**config.mk**
```make
export PLATFORM = sky130hd
export DESIGN_NAME = ttd_top
export DESIGN_NICKNAME = d
export VERILOG_FILES = /design/src/hdl/ttd_pkg.sv /design/src/hdl/ttd_pad_detector.sv /design/src/hdl/ttd_top.sv
export VERILOG_INCLUDE_DIRS = /design/src /design/src/hdl
export SDC_FILE = /design/constraint.sdc
export NUM_CORES = 1
export LEC_CHECK = 0
export ABC_AREA = 1
export BUFFER_PORTS_ARGS = -buffer_cell sky130_fd_sc_hd__buf_4
export CAP_MARGIN = 20
export CORE_MARGIN = 2
export CORE_UTILIZATION = 55
export CTS_BUF_LIST = sky130_fd_sc_hd__clkbuf_16
export DETAILED_ROUTE_END_ITERATION = 7
export GPL_TIMING_DRIVEN = 0
export PLACE_DENSITY = 0.85
export SYNTH_ARGS = -nofsm -noshare
export SYNTH_HDL_FRONTEND = slang
export SYNTH_SLANG_ARGS = --single-unit
```
**constraint.sdc**
```tcl
create_clock -name ref_clk -period 4.9 [get_ports ref_clk]
set_clock_uncertainty 0.1 [all_clocks]
set_input_delay 0.49 -clock ref_clk [delete_from_list [all_inputs] [get_ports ref_clk]]
set_output_delay 0.49 -clock ref_clk [all_outputs]
set_load 0.03 [all_outputs]
```
**src/hdl/ttd_regs.svh**
```systemverilog
`ifndef TTD_REGS_SVH
`define TTD_REGS_SVH

// ****************************************************************
// register offsets
// ****************************************************************
`define TTD_ADDR_STATUS 8'h00
`define TTD_ADDR_TTL0 8'h29
`define TTD_ADDR_RTL0 8'h2a
`define TTD_ADDR_TTL1 8'h2b
`define TTD_ADDR_RTL1 8'h2c
`define TTD_ADDR_TTL2 8'h2d
`define TTD_ADDR_RTL2 8'h2e

// ****************************************************************
// fields, reset values, counts
// ****************************************************************
`define TTD_NUM_PADS 3
`define TTD_LVL_MSB 7
`define TTD_LVL_RESET 8'h00
`define TTD_STATUS_RESET 3'h0
`define TTD_BYTE_BITS 4'h8
`define TTD_LAST_TX_BIT 4'h7

`endif

```
**src/hdl/ttd_pkg.sv**
```systemverilog
`include "ttd_regs.svh"

package ttd_pkg;

    // ****************************************************************
    // serial slave states and byte phases
    // ****************************************************************
    typedef enum logic [2:0] {
        TTD_IDLE = 3'b000,
        TTD_RECV = 3'b001,
        TTD_ACK  = 3'b010,
        TTD_SEND = 3'b011,
        TTD_MACK = 3'b100
    } ttd_state_t;

    typedef enum logic [1:0] {
        TTD_PH_ADDR = 2'b00,
        TTD_PH_PTR  = 2'b01,
        TTD_PH_DATA = 2'b10
    } ttd_phase_t;

    // ****************************************************************
    // level register decode
    // ****************************************************************
    // true when the pointer hits one of the six trip level registers
    function automatic logic ttd_is_lvl(input logic [7:0] ptr);
        return (ptr >= `TTD_ADDR_TTL0) && (ptr <= `TTD_ADDR_RTL2);
    endfunction

    // pad index of a trip level register
    function automatic logic [1:0] ttd_lvl_pad(input logic [7:0] ptr);
        logic [7:0] off;
        off = ptr - `TTD_ADDR_TTL0;
        return off[2:1];
    endfunction

    // touch levels sit at odd offsets, release levels at even ones
    function automatic logic ttd_is_touch(input logic [7:0] ptr);
        return ptr[0];
    endfunction

endpackage

```
**src/hdl/ttd_pad_detector.sv**
```systemverilog
`timescale 1ns/1ps

module ttd_pad_detector
    import ttd_pkg::*;
#(
    parameter int DATA_W = 10
) (
    input wire logic ref_clk,
    input wire logic reset_n,
    input wire logic sample_valid,
    input wire logic pad_enable,
    input wire logic detect_enable,
    input wire logic [DATA_W-1:0] filtered,
    input wire logic [DATA_W-1:0] baseline,
    input wire logic [7:0] touch_level,
    input wire logic [7:0] release_level,
    output logic touched,
    output logic change
);

    logic [DATA_W-1:0] delta;
    logic [DATA_W-1:0] touch_ext;
    logic [DATA_W-1:0] release_ext;
    logic take;
    logic hit_touch;
    logic hit_release;

    // ****************************************************************
    // delta and comparisons
    // ****************************************************************
    // a press lowers the count, a rise above baseline is no touch unless the pad's touch_level is zero
    assign delta = (baseline > filtered) ? baseline - filtered
                                         : '0;
    assign touch_ext = DATA_W'(touch_level);
    assign release_ext = DATA_W'(release_level);
    assign take = sample_valid & pad_enable;
    assign hit_touch = detect_enable && (delta >= touch_ext);
    assign hit_release = !detect_enable || (delta <= release_ext);

    // touch state, held until release; freezes the baseline meanwhile
    always_ff @(posedge ref_clk or negedge reset_n) begin
        if (!reset_n) begin
            touched <= 1'b0;
        end else if (take) begin
            if (!touched && hit_touch) begin
                touched <= 1'b1;
            end else if (touched && hit_release) begin
                touched <= 1'b0;
            end
        end
    end

    // one pulse per state change
    always_ff @(posedge ref_clk or negedge reset_n) begin
        if (!reset_n) begin
            change <= 1'b0;
        end else begin
            change <= take && (touched ? hit_release : hit_touch);
        end
    end
endmodule

```
**src/hdl/ttd_top.sv**
```systemverilog
`timescale 1ns/1ps

module ttd_top
    import ttd_pkg::*;
#(
    parameter int DATA_W = 10,
    parameter logic [6:0] DEV_ADDR = 7'h2a // value is arbitrary
) (
    input wire logic ref_clk,
    input wire logic reset_n,
    input wire logic scl_in,
    input wire logic sda_in,
    output logic sda_out,
    output logic sda_oe,
    input wire logic [2:0] sample_valid,
    input wire logic [2:0] pad_enable,
    input wire logic [DATA_W-1:0] filtered_pad_zero,
    input wire logic [DATA_W-1:0] filtered_pad_one,
    input wire logic [DATA_W-1:0] filtered_pad_two,
    input wire logic [DATA_W-1:0] baseline_pad_zero,
    input wire logic [DATA_W-1:0] baseline_pad_one,
    input wire logic [DATA_W-1:0] baseline_pad_two,
    output logic [2:0] baseline_hold,
    output logic [2:0] touch_status,
    output logic irq_req
);

    localparam int NP = `TTD_NUM_PADS;

    logic scl_m;
    logic scl_s;
    logic scl_d;
    logic sda_m;
    logic sda_s;
    logic sda_d;
    logic scl_rise;
    logic scl_fall;
    logic start_seen;
    logic stop_seen;
    ttd_state_t state;
    ttd_phase_t phase;
    logic [3:0] bitcnt;
    logic [7:0] shreg;
    logic [7:0] txreg;
    logic [7:0] ptr;
    logic rw;
    logic mnack;
    logic wr_strobe;
    logic [7:0] touch_lvl [NP];
    logic [7:0] release_lvl [NP];
    logic [DATA_W-1:0] filt [NP];
    logic [DATA_W-1:0] base [NP];
    logic [NP-1:0] touched;
    logic [NP-1:0] pad_change;
    logic detect_enable;

    // ****************************************************************
    // pin synchronisers and bus conditions
    // ****************************************************************
    // two flops per pin, a third copy for edge detection
    always_ff @(posedge ref_clk or negedge reset_n) begin
        if (!reset_n) begin
            scl_m <= 1'b1;
            scl_s <= 1'b1;
            scl_d <= 1'b1;
            sda_m <= 1'b1;
            sda_s <= 1'b1;
            sda_d <= 1'b1;
        end else begin
            scl_m <= scl_in;
            scl_s <= scl_m;
            scl_d <= scl_s;
            sda_m <= sda_in;
            sda_s <= sda_m;
            sda_d <= sda_s;
        end
    end

    assign scl_rise = scl_s && !scl_d;
    assign scl_fall = !scl_s && scl_d;
    assign start_seen = scl_s && scl_d && sda_d && !sda_s;
    assign stop_seen = scl_s && scl_d && !sda_d && sda_s;

    // ****************************************************************
    // register read
    // ****************************************************************
    // status and trip levels; unmapped offsets read zero
    function automatic logic [7:0] reg_read(input logic [7:0] p);
        logic [1:0] pad;
        pad = ttd_lvl_pad(p);
        if (p == `TTD_ADDR_STATUS) begin
            return {5'h00, touched};
        end else if (ttd_is_lvl(p)) begin
            return ttd_is_touch(p) ? touch_lvl[pad] : release_lvl[pad];
        end else begin
            return 8'h00;
        end
    endfunction

    // ****************************************************************
    // serial slave
    // ****************************************************************
    // address byte, pointer byte, then data bytes with auto increment
    always_ff @(posedge ref_clk or negedge reset_n) begin
        if (!reset_n) begin
            state <= TTD_IDLE;
            phase <= TTD_PH_ADDR;
            bitcnt <= 4'h0;
            shreg <= 8'h00;
            txreg <= 8'h00;
            ptr <= 8'h00;
            rw <= 1'b0;
            mnack <= 1'b0;
        end else if (start_seen) begin
            state <= TTD_RECV;
            phase <= TTD_PH_ADDR;
            bitcnt <= 4'h0;
        end else if (stop_seen) begin
            state <= TTD_IDLE;
        end else if (scl_rise) begin
            case (state)
                TTD_RECV: begin
                    shreg <= {shreg[6:0], sda_s};
                    bitcnt <= bitcnt + 4'h1;
                end
                TTD_MACK: begin
                    mnack <= sda_s;
                end
                default: begin
                end
            endcase
        end else if (scl_fall) begin
            case (state)
                TTD_RECV: begin
                    if (bitcnt == `TTD_BYTE_BITS) begin
                        if (phase == TTD_PH_ADDR) begin
                            if (shreg[7:1] == DEV_ADDR) begin
                                state <= TTD_ACK;
                                rw <= shreg[0];
                            end else begin
                                state <= TTD_IDLE;
                            end
                        end else if (phase == TTD_PH_PTR) begin
                            ptr <= shreg;
                            state <= TTD_ACK;
                        end else begin
                            state <= TTD_ACK;
                        end
                    end
                end
                TTD_ACK: begin
                    bitcnt <= 4'h0;
                    if (rw) begin
                        txreg <= reg_read(ptr);
                        ptr <= ptr + 8'h01;
                        state <= TTD_SEND;
                    end else begin
                        state <= TTD_RECV;
                        if (phase == TTD_PH_ADDR) begin
                            phase <= TTD_PH_PTR;
                        end else if (phase == TTD_PH_PTR) begin
                            phase <= TTD_PH_DATA;
                        end else begin
                            ptr <= ptr + 8'h01;
                        end
                    end
                end
                TTD_SEND: begin
                    if (bitcnt == `TTD_LAST_TX_BIT) begin
                        state <= TTD_MACK;
                    end else begin
                        txreg <= {txreg[6:0], 1'b0};
                        bitcnt <= bitcnt + 4'h1;
                    end
                end
                TTD_MACK: begin
                    if (mnack) begin
                        state <= TTD_IDLE;
                    end else begin
                        txreg <= reg_read(ptr);
                        ptr <= ptr + 8'h01;
                        bitcnt <= 4'h0;
                        state <= TTD_SEND;
                    end
                end
                default: begin
                    state <= TTD_IDLE;
                end
            endcase
        end
    end

    // open-drain data line: pull low for ack and for zero bits
    assign sda_out = 1'b0;
    assign sda_oe = (state == TTD_ACK) || ((state == TTD_SEND) && !txreg[7]);
    assign wr_strobe = scl_fall && !start_seen && !stop_seen
                       && (state == TTD_RECV) && (bitcnt == `TTD_BYTE_BITS)
                       && (phase == TTD_PH_DATA);

    // ****************************************************************
    // trip level registers
    // ****************************************************************
    // one touch and one release byte per pad
    always_ff @(posedge ref_clk or negedge reset_n) begin
        if (!reset_n) begin
            for (int i = 0; i < NP; i++) begin
                touch_lvl[i] <= `TTD_LVL_RESET;
                release_lvl[i] <= `TTD_LVL_RESET;
            end
        end else if (wr_strobe && ttd_is_lvl(ptr)) begin
            if (ttd_is_touch(ptr)) begin
                touch_lvl[ttd_lvl_pad(ptr)] <= shreg;
            end else begin
                release_lvl[ttd_lvl_pad(ptr)] <= shreg;
            end
        end
    end

    // ****************************************************************
    // per pad detection
    // ****************************************************************
    assign filt[0] = filtered_pad_zero;
    assign filt[1] = filtered_pad_one;
    assign filt[2] = filtered_pad_two;
    assign base[0] = baseline_pad_zero;
    assign base[1] = baseline_pad_one;
    assign base[2] = baseline_pad_two;
    // all touch levels zero turns the third stage into a plain filter
    assign detect_enable = (touch_lvl[0] != 8'h00) || (touch_lvl[1] != 8'h00)
                           || (touch_lvl[2] != 8'h00);

    for (genvar g = 0; g < NP; g++) begin : g_pad
        ttd_pad_detector #(
            .DATA_W(DATA_W)
        ) u_det (
            .ref_clk(ref_clk),
            .reset_n(reset_n),
            .sample_valid(sample_valid[g]),
            .pad_enable(pad_enable[g]),
            .detect_enable(detect_enable),
            .filtered(filt[g]),
            .baseline(base[g]),
            .touch_level(touch_lvl[g]),
            .release_level(release_lvl[g]),
            .touched(touched[g]),
            .change(pad_change[g])
        );
    end

    // freeze and status follow the touch state
    assign baseline_hold = touched;
    assign touch_status = touched;

    // interrupt pulse on any touch or release
    always_ff @(posedge ref_clk or negedge reset_n) begin
        if (!reset_n) begin
            irq_req <= 1'b0;
        end else begin
            irq_req <= |pad_change;
        end
    end
endmodule

```
==> results of run 1 <==
## cells in the final DEF (no fill, tap or decap), types with 4 or more instances in the layout
| cell | n |
|---|---|
| a21oi_1 | 51 |
| a221oi_1 | 4 |
| a22oi_1 | 8 |
| buf_4 | 84 |
| buf_6 | 6 |
| clkbuf_1 | 11 |
| clkbuf_16 | 9 |
| dfrtp_1 | 90 |
| dfstp_2 | 6 |
| ha_1 | 81 |
| inv_1 | 209 |
| inv_2 | 5 |
| nand2_1 | 289 |
| nand3_1 | 71 |
| nand3_2 | 7 |
| nand3b_1 | 5 |
| nand4_1 | 15 |
| nor2_1 | 66 |
| nor3_1 | 11 |
| nor4_1 | 4 |
| o211ai_1 | 4 |
| o21ai_0 | 62 |
| o21ai_1 | 42 |
| o21ai_2 | 8 |
| o21bai_1 | 10 |
| o221ai_1 | 16 |
| xor2_1 | 8 |
## worst max-delay path, cell delays in order
cell and delay, ps:
buf_4 110, ha_1 380, nand2_1 120, nor2_1 140, nor2_1 70, o21ai_0 290
a31oi_1 140, xor2_1 160, nor2_1 150, ha_1 270, nand2_1 70, inv_1 40
nand2_1 50, nand2_1 50, a21oi_1 180, o21bai_1 90, a21oi_1 130, nand2_1 60
nand3_1 60, nand2_1 60, nand2_1 50, nand2_1 50, nand3_1 90, nand2_1 120
## layer usage
layer,global-route usage,part of all wire,up-vias
li1,-,-,3845
met1,0.3671,0.45,3547
met3,0.05174,0.057,53
met4,0.07813,0.026,0
met5,0,0,-
met2,0.4622,0.47,243
## final cells by class
cell class	count	area [um^2]
Fill cell	1254	4937
Multi-Input combinational cell	789	4497
Sequential cell	96	2410
Inverter	213	799.5
Timing Repair Buffer	78	605.6
Clock buffer	9	225.2
Tap cell	180	225.2
Buffer	25	166.4
Clock inverter	6	68.82
## logic make-up (layout without fill, tap and decap cells)
logic type / count (synthesis) / after routing / synth area share
other: 1 / 1 / 0.0004763
adders and majority gates: 84 / 84 / 0.1364
buffers and inverters: 238 / 331 / 0.1227
muxes: 1 / 1 / 0.001272
DFF: 96 / 96 / 0.3061
and+or+nand+nor: 476 / 476 / 0.2603
xor gates and xnor gates: 10 / 10 / 0.01113
AOI/OAI and AO/OA: 217 / 217 / 0.1616
## state kept, by name, summed over array words and instances, names as in the netlist, 2 cells and up
signal,count
g_pad.u_det.touched,3
ptr,8
g_pad.u_det.change,3
state,3
bitcnt,4
shreg,8
phase,2
touch_lvl,24
release_lvl,24
txreg,8
## where the power goes
part / total [mW] / internal (mW) / switching [mW]
Combinational: 0.693 / 0.261 / 0.432
Clock: 0.704 / 0.396 / 0.308
Sequential: 0.837 / 0.817 / 0.0200
Total: 2.23 / 1.47 / 0.760
## worst paths after layout
check / end / cells past startpoint / slack (ps)
max: g_pad[2].u_det.change / 24 / 1580
min: touch_lvl[11] / 1 / 10
max reg2reg: txreg[4] / 9 / 1840
min reg2reg: sda_s / 0 / 260
max in group asynchronous: sda_s / 2 / 3990
min in group ref_clk: scl_m / 1 / 150
==> flow_metrics.env, run 1 <==
export IMPL_synth_top_cell_area_share=0.2861
export IMPL_synth_ff_type="dfrtp_1"
export IMPL_maxCapViolations=0
export IMPL_grt_pass1_wl_mm=33.63
export IMPL_die_area_um2=15290
export IMPL_final_nets=1366
export IMPL_clkLatencyLatePin_ps=350
export IMPL_rows=43
export IMPL_ys_warn_count=0
export IMPL_synth_area_leaders="dfrtp_1, nand2_1, ha_1"
export IMPL_fin_tns_setup_ps=0
export IMPL_stdcell_count=1396
export IMPL_diodes=0
export IMPL_place_ws_ps=1250
export IMPL_crit_fanout=7
export IMPL_routed_wl_mm=19.95
export IMPL_synth_most_common_cell="nand2_1"
export IMPL_clockBufferDepth=2
export IMPL_synth_area_um2=7873
export IMPL_syn_nets=1277
export IMPL_finalCritPeriodShare=0.6785
export IMPL_synthArstFlopShare=1.000
export IMPL_gr_total_overflow=0
export IMPL_drive_above_1_share=0.1135
export IMPL_grt_usage=0.2766
export IMPL_cts_tree="yes"
export IMPL_setup_ws_ps=1576
export IMPL_path_class="in2reg"
export IMPL_antenna_found_initial=0
export IMPL_drtIter0Drc=575
export IMPL_wl_per_cell_um=14.29
export IMPL_vias=7688
export IMPL_cp_startpoint="baseline_pad_two[2]"
export IMPL_setup_violations=0
export IMPL_reg2reg_from="ptr[0]"
export IMPL_slew_violations=0
export IMPL_path_clk_slew_ps=70
export IMPL_grt_max_degree=61
export IMPL_fin_util=0.6457
export IMPL_finalHoldViolations=0
export IMPL_cts_resized=0
export IMPL_power_density_nw_per_um2=248.4
export IMPL_drtAntennaViolNets=0
export IMPL_synth_seq_cells=96
export IMPL_tightest_slew_ps=553.0
export IMPL_fmax_mhz=300.8
export IMPL_syn_to_final_growth_pct=14.29
export IMPL_slew_headroom=0.6285
export IMPL_postPlaceCellArea_um2=8703
export IMPL_firstDrtPassIters=6
export IMPL_h_tree_depth=3
export IMPL_hp_class="in2async"
export IMPL_cp_end_kind="register"
export IMPL_fp_dieW_um=123.6
export IMPL_avgSynthCellArea_um2=7.010
export IMPL_p_total_mw=2.235
export IMPL_post_route_min_period_ps=3324
export IMPL_synthTopCellsByCount="nand2_1, inv_1, dfrtp_1, ha_1, nand3_1"
export IMPL_ios=79
export IMPL_vdd_drop_max_mv=0.1725
export IMPL_whs_ps=12.66
export IMPL_post_place_cells=1381
export IMPL_core_area_um2=13930
export IMPL_crit_path_start_kind="input port"
export IMPL_place_congestion=0.9888
export IMPL_drc=0
export IMPL_initial_core_util=0.5650
export IMPL_die_h_um=123.6
export IMPL_postCtsSetupBuffers=0
export IMPL_port_buffers=77
export IMPL_required_ps=5010
export IMPL_rsz0062_at_grt="false"
export IMPL_syn_inst=1123
export IMPL_via_per_inst=5.507
export IMPL_synth_top_area_cell="dfrtp_1"
export IMPL_synth_yosys_seq_area_share=0.3061
export IMPL_cts_sinks=96
export IMPL_grt_pass1_vias=7286
export IMPL_dp_hpwl_mm=15.74
export IMPL_hold_buffers=0
export IMPL_synth_cell_types=44
export IMPL_p_leak_nw=4.696
export IMPL_cp_data_arrival_time_ps=3430
export IMPL_root_buffer="clkbuf_16"
export IMPL_cts_buffers=9
export IMPL_design_area_um2=8997
export IMPL_synth_edf_count=0
export IMPL_outcome="complete, no violations"
(Power assumes the default switching activity.)
==> run 2: changes to the inputs <==
==> constraint.sdc (replaced) <==
create_clock -name ref_clk -period 3.2 [get_ports ref_clk]
set_clock_uncertainty 0.1 [all_clocks]
set_input_delay 0.32 -clock ref_clk [delete_from_list [all_inputs] [get_ports ref_clk]]
set_output_delay 0.32 -clock ref_clk [all_outputs]
set_load 0.03 [all_outputs]
==> flow_metrics.env, run 2 (synthesis results as in run 1) <==
export IMPL_vdd_drop_max_mv=0.2663
export IMPL_rows=43
export IMPL_hp_class="reg2reg"
export IMPL_wl_per_cell_um=14.36
export IMPL_cp_end_kind="register"
export IMPL_p_sw_mw=1.168
export IMPL_postCtsSetupBuffers=0
export IMPL_drtAntennaViolNets=0
export IMPL_fin_tns_setup_ps=0
export IMPL_setup_ws_ps=227.1
export IMPL_via_per_inst=5.550
export IMPL_final_common_cell="nand2_1"
export IMPL_cp_startpoint="filtered_pad_zero[2]"
export IMPL_antenna_found_initial=0
export IMPL_maxCapViolations=0
export IMPL_hold_end="sda_s"
export IMPL_path_clk_slew_ps=70
export IMPL_critPathTopFamily="simple AND/OR/NAND/NOR gates"
export IMPL_post_route_min_period_ps=2973
export IMPL_initial_core_util=0.5650
export IMPL_clkLatencyLatePin_ps=350
export IMPL_ios=79
export IMPL_slew_headroom=0.6264
export IMPL_switching_share=0.3400
export IMPL_whs_ps=256.8
export IMPL_cp_data_arrival_time_ps=3100
export IMPL_intPower_mw=2.266
export IMPL_grt_pass1_vias=7307
export IMPL_power_density_nw_per_um2=378.7
export IMPL_r2r_end="touch_lvl[23]"
export IMPL_grt_pass1_wl_mm=33.69
export IMPL_syn_to_final_growth_pct=15.16
export IMPL_pwr_share_comb=0.313
export IMPL_cpPeakStageDelay_ps=300
export IMPL_finalHoldViolations=0
export IMPL_final_cell_mix="nand2_1, inv_1, dfrtp_1, buf_4, ha_1"
export IMPL_fmax_mhz=336.4
export IMPL_hold_path_depth=0
export IMPL_crit_fanout=7
export IMPL_root_buffer="clkbuf_16"
export IMPL_clockBufferDepth=2
export IMPL_pwr_share_seq=0.373
export IMPL_worst_path_most_repeated_cell="nand2_1"
export IMPL_path_depth=27
export IMPL_p_leak_nw=4.709
export IMPL_r2r_cells=12
export IMPL_required_ps=3330
export IMPL_drtIter0Drc=621
export IMPL_outcome="complete, no violations"
export IMPL_cts_sinks=96
export IMPL_grt_max_degree=61
export IMPL_grt_usage=0.2770
export IMPL_h_tree_depth=3
export IMPL_vias=7764
export IMPL_tightest_slew_ps=556.0
export IMPL_die_h_um=123.6
export IMPL_reg2reg_from="ptr[0]"
export IMPL_drc=0
export IMPL_port_buffers=77
export IMPL_slew_violations=0
export IMPL_rrSetupSlack_ps=260
export IMPL_crit_path_start_kind="input port"
export IMPL_diodes=0
export IMPL_cts_buffers=9
export IMPL_final_nets=1369
export IMPL_top_regs="release_lvl: 24 flops, touch_lvl: 24 flops"
export IMPL_gr_total_overflow=0
export IMPL_cpMaxStageDelayCell="ha_1"
export IMPL_die_area_um2=15290
export IMPL_hp_start="sda_m"
export IMPL_place_ws_ps=-279.8
export IMPL_fp_dieW_um=123.6
export IMPL_cts_tree="yes"
export IMPL_dp_hpwl_mm=15.74
export IMPL_drive_above_1_share=0.1222
export IMPL_setup_violations=0
export IMPL_place_congestion=0.9888
export IMPL_multi_input_area_um2=4534
export IMPL_routed_wl_mm=20.09
export IMPL_crit_buf_inv=4
export IMPL_seq_area_um2=2410
export IMPL_num_fill_cells=1250
export IMPL_finalCritPeriodShare=0.9290
export IMPL_clockPowerShare=0.314
export IMPL_core_area_um2=13930
export IMPL_path_class="in2reg"
export IMPL_firstDrtPassIters=7
## run 2: power groups by stage
stage | clock [mW] | combinational, mW | sequential [mW]
after floorplan | 0 | 0.746 | 1.30
after global placement | 0 | 1.00 | 1.30
after detailed placement | 0 | 1.04 | 1.30
after CTS | 1.09 | 1.05 | 1.28
after global routing | 1.15 | 1.23 | 1.29
final | 1.08 | 1.07 | 1.28
## run 2: worst max path at each step
stage,end,slack [ps]
6_report,g_pad[0].u_det.change,230
5_1_grt,g_pad[0].u_det.change,-20
4_1_cts,g_pad[2].u_det.change,80
3_5_place_dp,g_pad[2].u_det.change,-280
3_3_place_gp,g_pad[2].u_det.change,-240
2_1_floorplan,g_pad[2].u_det.touched,300
## run 2: area by class of cell
cell class,count,share of cell area
inverters,213,0.08819
well taps,180,0.02484
clock buffers,9,0.02484
clock inverters,6,0.007590
multi-input cells,789,0.5001
plain buffers,25,0.01849
flip-flops and latches,96,0.2658
repair buffers,81,0.07011
## run 2: per-stage QoR
step / power (mW) / std cells / utilization / cell area, um^2
after detailed placement: 2.343 / 1381 / 0.6246 / 8703
after CTS: 3.418 / 1399 / 0.6478 / 9027
after global placement: 2.305 / 1380 / 0.6226 / 8676
after global routing: 3.661 / 1399 / 0.6506 / 9066
final: 3.433 / 1399 / 0.6506 / 9066
after floorplan: 2.042 / 1123 / - / 7873
## run 2: metal layers
layer / wire length, um / up-vias / global-route usage / share of wire
met5: 0 / - / 0 / 0
met4: 508 / 0 / 0.07813 / 0.025
met3: 1326 / 53 / 0.05174 / 0.066
met2: 9452 / 276 / 0.4636 / 0.47
met1: 8799 / 3585 / 0.3671 / 0.44
li1: - / 3850 / - / -
## run 2: what timing repair did
action	CTS	global route
hold buffers	3	0
setup endpoints to repair	0	33
gates resized for setup	0	14
hold endpoints to repair	38	0
==> run 3: changes to the inputs <==
--- a/config.mk
+++ b/config.mk
@@ -10,11 +10,12 @@
 export BUFFER_PORTS_ARGS = -buffer_cell sky130_fd_sc_hd__buf_4
 export CAP_MARGIN = 20
 export CORE_MARGIN = 2
-export CORE_UTILIZATION = 55
+export CORE_UTILIZATION = 50
 export CTS_BUF_LIST = sky130_fd_sc_hd__clkbuf_16
 export DETAILED_ROUTE_END_ITERATION = 7
 export GPL_TIMING_DRIVEN = 0
-export PLACE_DENSITY = 0.85
+export PLACE_DENSITY = 0.79
+export SLEW_MARGIN = 30
 export SYNTH_ARGS = -nofsm -noshare
 export SYNTH_HDL_FRONTEND = slang
 export SYNTH_SLANG_ARGS = --single-unit
==> flow_metrics.env, run 3 (synthesis results as in run 1) <==
export IMPL_die_area_um2=16770
export IMPL_clkLatencyLatePin_ps=360
export IMPL_via_per_inst=5.360
export IMPL_pwr_share_comb=0.318
export IMPL_slew_violations=0
export IMPL_num_fill_cells=1438
export IMPL_p_total_mw=3.347
export IMPL_drive_above_1_share=0.1313
export IMPL_cp_data_arrival_time_ps=3070
export IMPL_fp_dieW_um=129.5
export IMPL_r2r_end="release_lvl[22]"
export IMPL_diodes=0
export IMPL_grt_pass1_wl_mm=31.19
export IMPL_h_tree_depth=3
export IMPL_crit_path_start_kind="register"
export IMPL_cts_tree="yes"
export IMPL_rrSetupSlack_ps=260
export IMPL_failed_checks="negative hold slack"
export IMPL_vias=7665
export IMPL_rows=45
export IMPL_routed_wl_mm=19.23
export IMPL_multi_input_area_um2=4566
export IMPL_switching_share=0.3465
export IMPL_syn_to_final_growth_pct=15.50
export IMPL_initial_core_util=0.5141
export IMPL_ios=79
export IMPL_firstDrtPassIters=8
export IMPL_drtIter0Drc=569
export IMPL_clockPowerShare=0.299
export IMPL_wl_per_cell_um=13.44
export IMPL_reg2reg_from="ptr[0]"
export IMPL_p_leak_nw=4.700
export IMPL_rsz0062_at_grt="false"
export IMPL_die_h_um=129.5
export IMPL_required_ps=3330
export IMPL_grt_usage=0.2314
export IMPL_vdd_drop_max_mv=0.2639
export IMPL_r2r_cells=12
export IMPL_final_common_cell="nand2_1"
export IMPL_fin_util=0.5937
export IMPL_place_ws_ps=-274.8
export IMPL_tightest_slew_ps=762.6
export IMPL_crit_fanout=11
export IMPL_core_area_um2=15310
export IMPL_antenna_found_initial=0
export IMPL_post_route_min_period_ps=2941
export IMPL_pwr_share_seq=0.383
export IMPL_place_congestion=0.9369
export IMPL_cts_buffers=9
export IMPL_drc=0
export IMPL_finalCritPeriodShare=0.9192
export IMPL_gr_total_overflow=0
export IMPL_outcome="finished, violations left"
export IMPL_path_clk_slew_ps=70
export IMPL_setup_violations=0
export IMPL_grt_max_degree=97
export IMPL_seq_area_um2=2410
export IMPL_power_density_nw_per_um2=368.1
export IMPL_root_buffer="clkbuf_16"
export IMPL_p_sw_mw=1.160
export IMPL_final_nets=1368
export IMPL_fmax_mhz=340.0
export IMPL_clockBufferDepth=2
export IMPL_whs_ps=-51.79
export IMPL_dp_hpwl_mm=15.08
export IMPL_drtAntennaViolNets=0
export IMPL_maxCapViolations=0
export IMPL_fin_tns_setup_ps=0
export IMPL_cp_end_kind="register"
export IMPL_setup_ws_ps=258.7
export IMPL_cp_startpoint="ptr[0]"
export IMPL_slew_headroom=0.4916
export IMPL_final_cell_mix="nand2_1, inv_1, dfrtp_1, buf_4, ha_1"
export IMPL_cts_sinks=96
export IMPL_intPower_mw=2.187
export IMPL_grt_pass1_vias=6825
export IMPL_port_buffers=77
export IMPL_path_class="reg2reg"
export IMPL_finalHoldViolations=90
export IMPL_top_regs="release_lvl: 24 flops, touch_lvl: 24 flops"
export IMPL_hp_class="in2async"
## run 3: changes by cell type in the layout (fill, tap and decap cells not counted), moves of 2 or more
cell        change
clkinv_4        +2
clkinvlp_4      -2
ha_1            -2
ha_2            +2
nand3_1         -2
nand3_2         +2
nor2_1          -3
nor2_2          +3
## run 3: stage by stage
stage                     hold slack [ps]  cell area, um^2  std cells
after floorplan                    -75.59             7873       1123
after global placement              245.7             8715       1411
after detailed placement            247.0             8718       1411
after CTS                         0.05462             9011       1429
after global routing                6.651             9092       1430
final                              -51.79             9092       1430
## run 3: worst max-delay path by stage
stage                                  end
finish                     release_lvl[22]
global route        g_pad[1].u_det.touched
CTS                  g_pad[2].u_det.change
detailed placement   g_pad[2].u_det.change
global placement     g_pad[2].u_det.change
floorplan           g_pad[2].u_det.touched
## run 3: power groups by stage
| stage | logic (mW) | registers (mW) | clock network (mW) |
|---|---|---|---|
| 3_3_place_gp | 1.01 | 1.30 | 0 |
| 3_5_place_dp | 1.03 | 1.30 | 0 |
| 5_1_grt | 1.22 | 1.28 | 1.06 |
| 6_report | 1.07 | 1.28 | 1.00 |
| 4_1_cts | 1.03 | 1.28 | 1.01 |
| 2_1_floorplan | 0.746 | 1.30 | 0 |
## run 3: worst max-delay path: stages, from the launching register on
cell      delay (ps)
dfrtp_1          480
inv_1            190
clkbuf_2         250
ha_1             260
inv_1             70
o21ai_0           70
nand2_1           80
nand3_1          150
nor4_4           520
nand3_2          300
buf_6            240
nand2_1           60
o21ai_1           60
## run 3: routing by layer
metal	wire, um	track usage	part of all wire	vias to the layer above
li1	-	-	-	3852
met1	8717	0.3173	0.45	3509
met2	8914	0.3885	0.46	270
met3	1303	0.03799	0.068	34
met4	290	0.04934	0.015	0
met5	0	0	0	-
## run 3: repair_timing
| action | in CTS | in global routing |
|---|---|---|
| gates resized for setup | 0 | 25 |
| buffers inserted | 0 | 1 |
| hold endpoints to repair | 2 | 0 |
| hold buffers | 2 | 0 |
| endpoints found under the setup margin | 0 | 14 |
## run 3: final cells by class
class / instances / area share
repair buffers: 80 / 0.06729
flip-flops and latches: 96 / 0.2650
well taps: 211 / 0.02904
inverters: 213 / 0.08793
plain buffers: 25 / 0.01858
multi-input cells: 789 / 0.5021
clock buffers: 9 / 0.02477
clock inverters: 7 / 0.005229
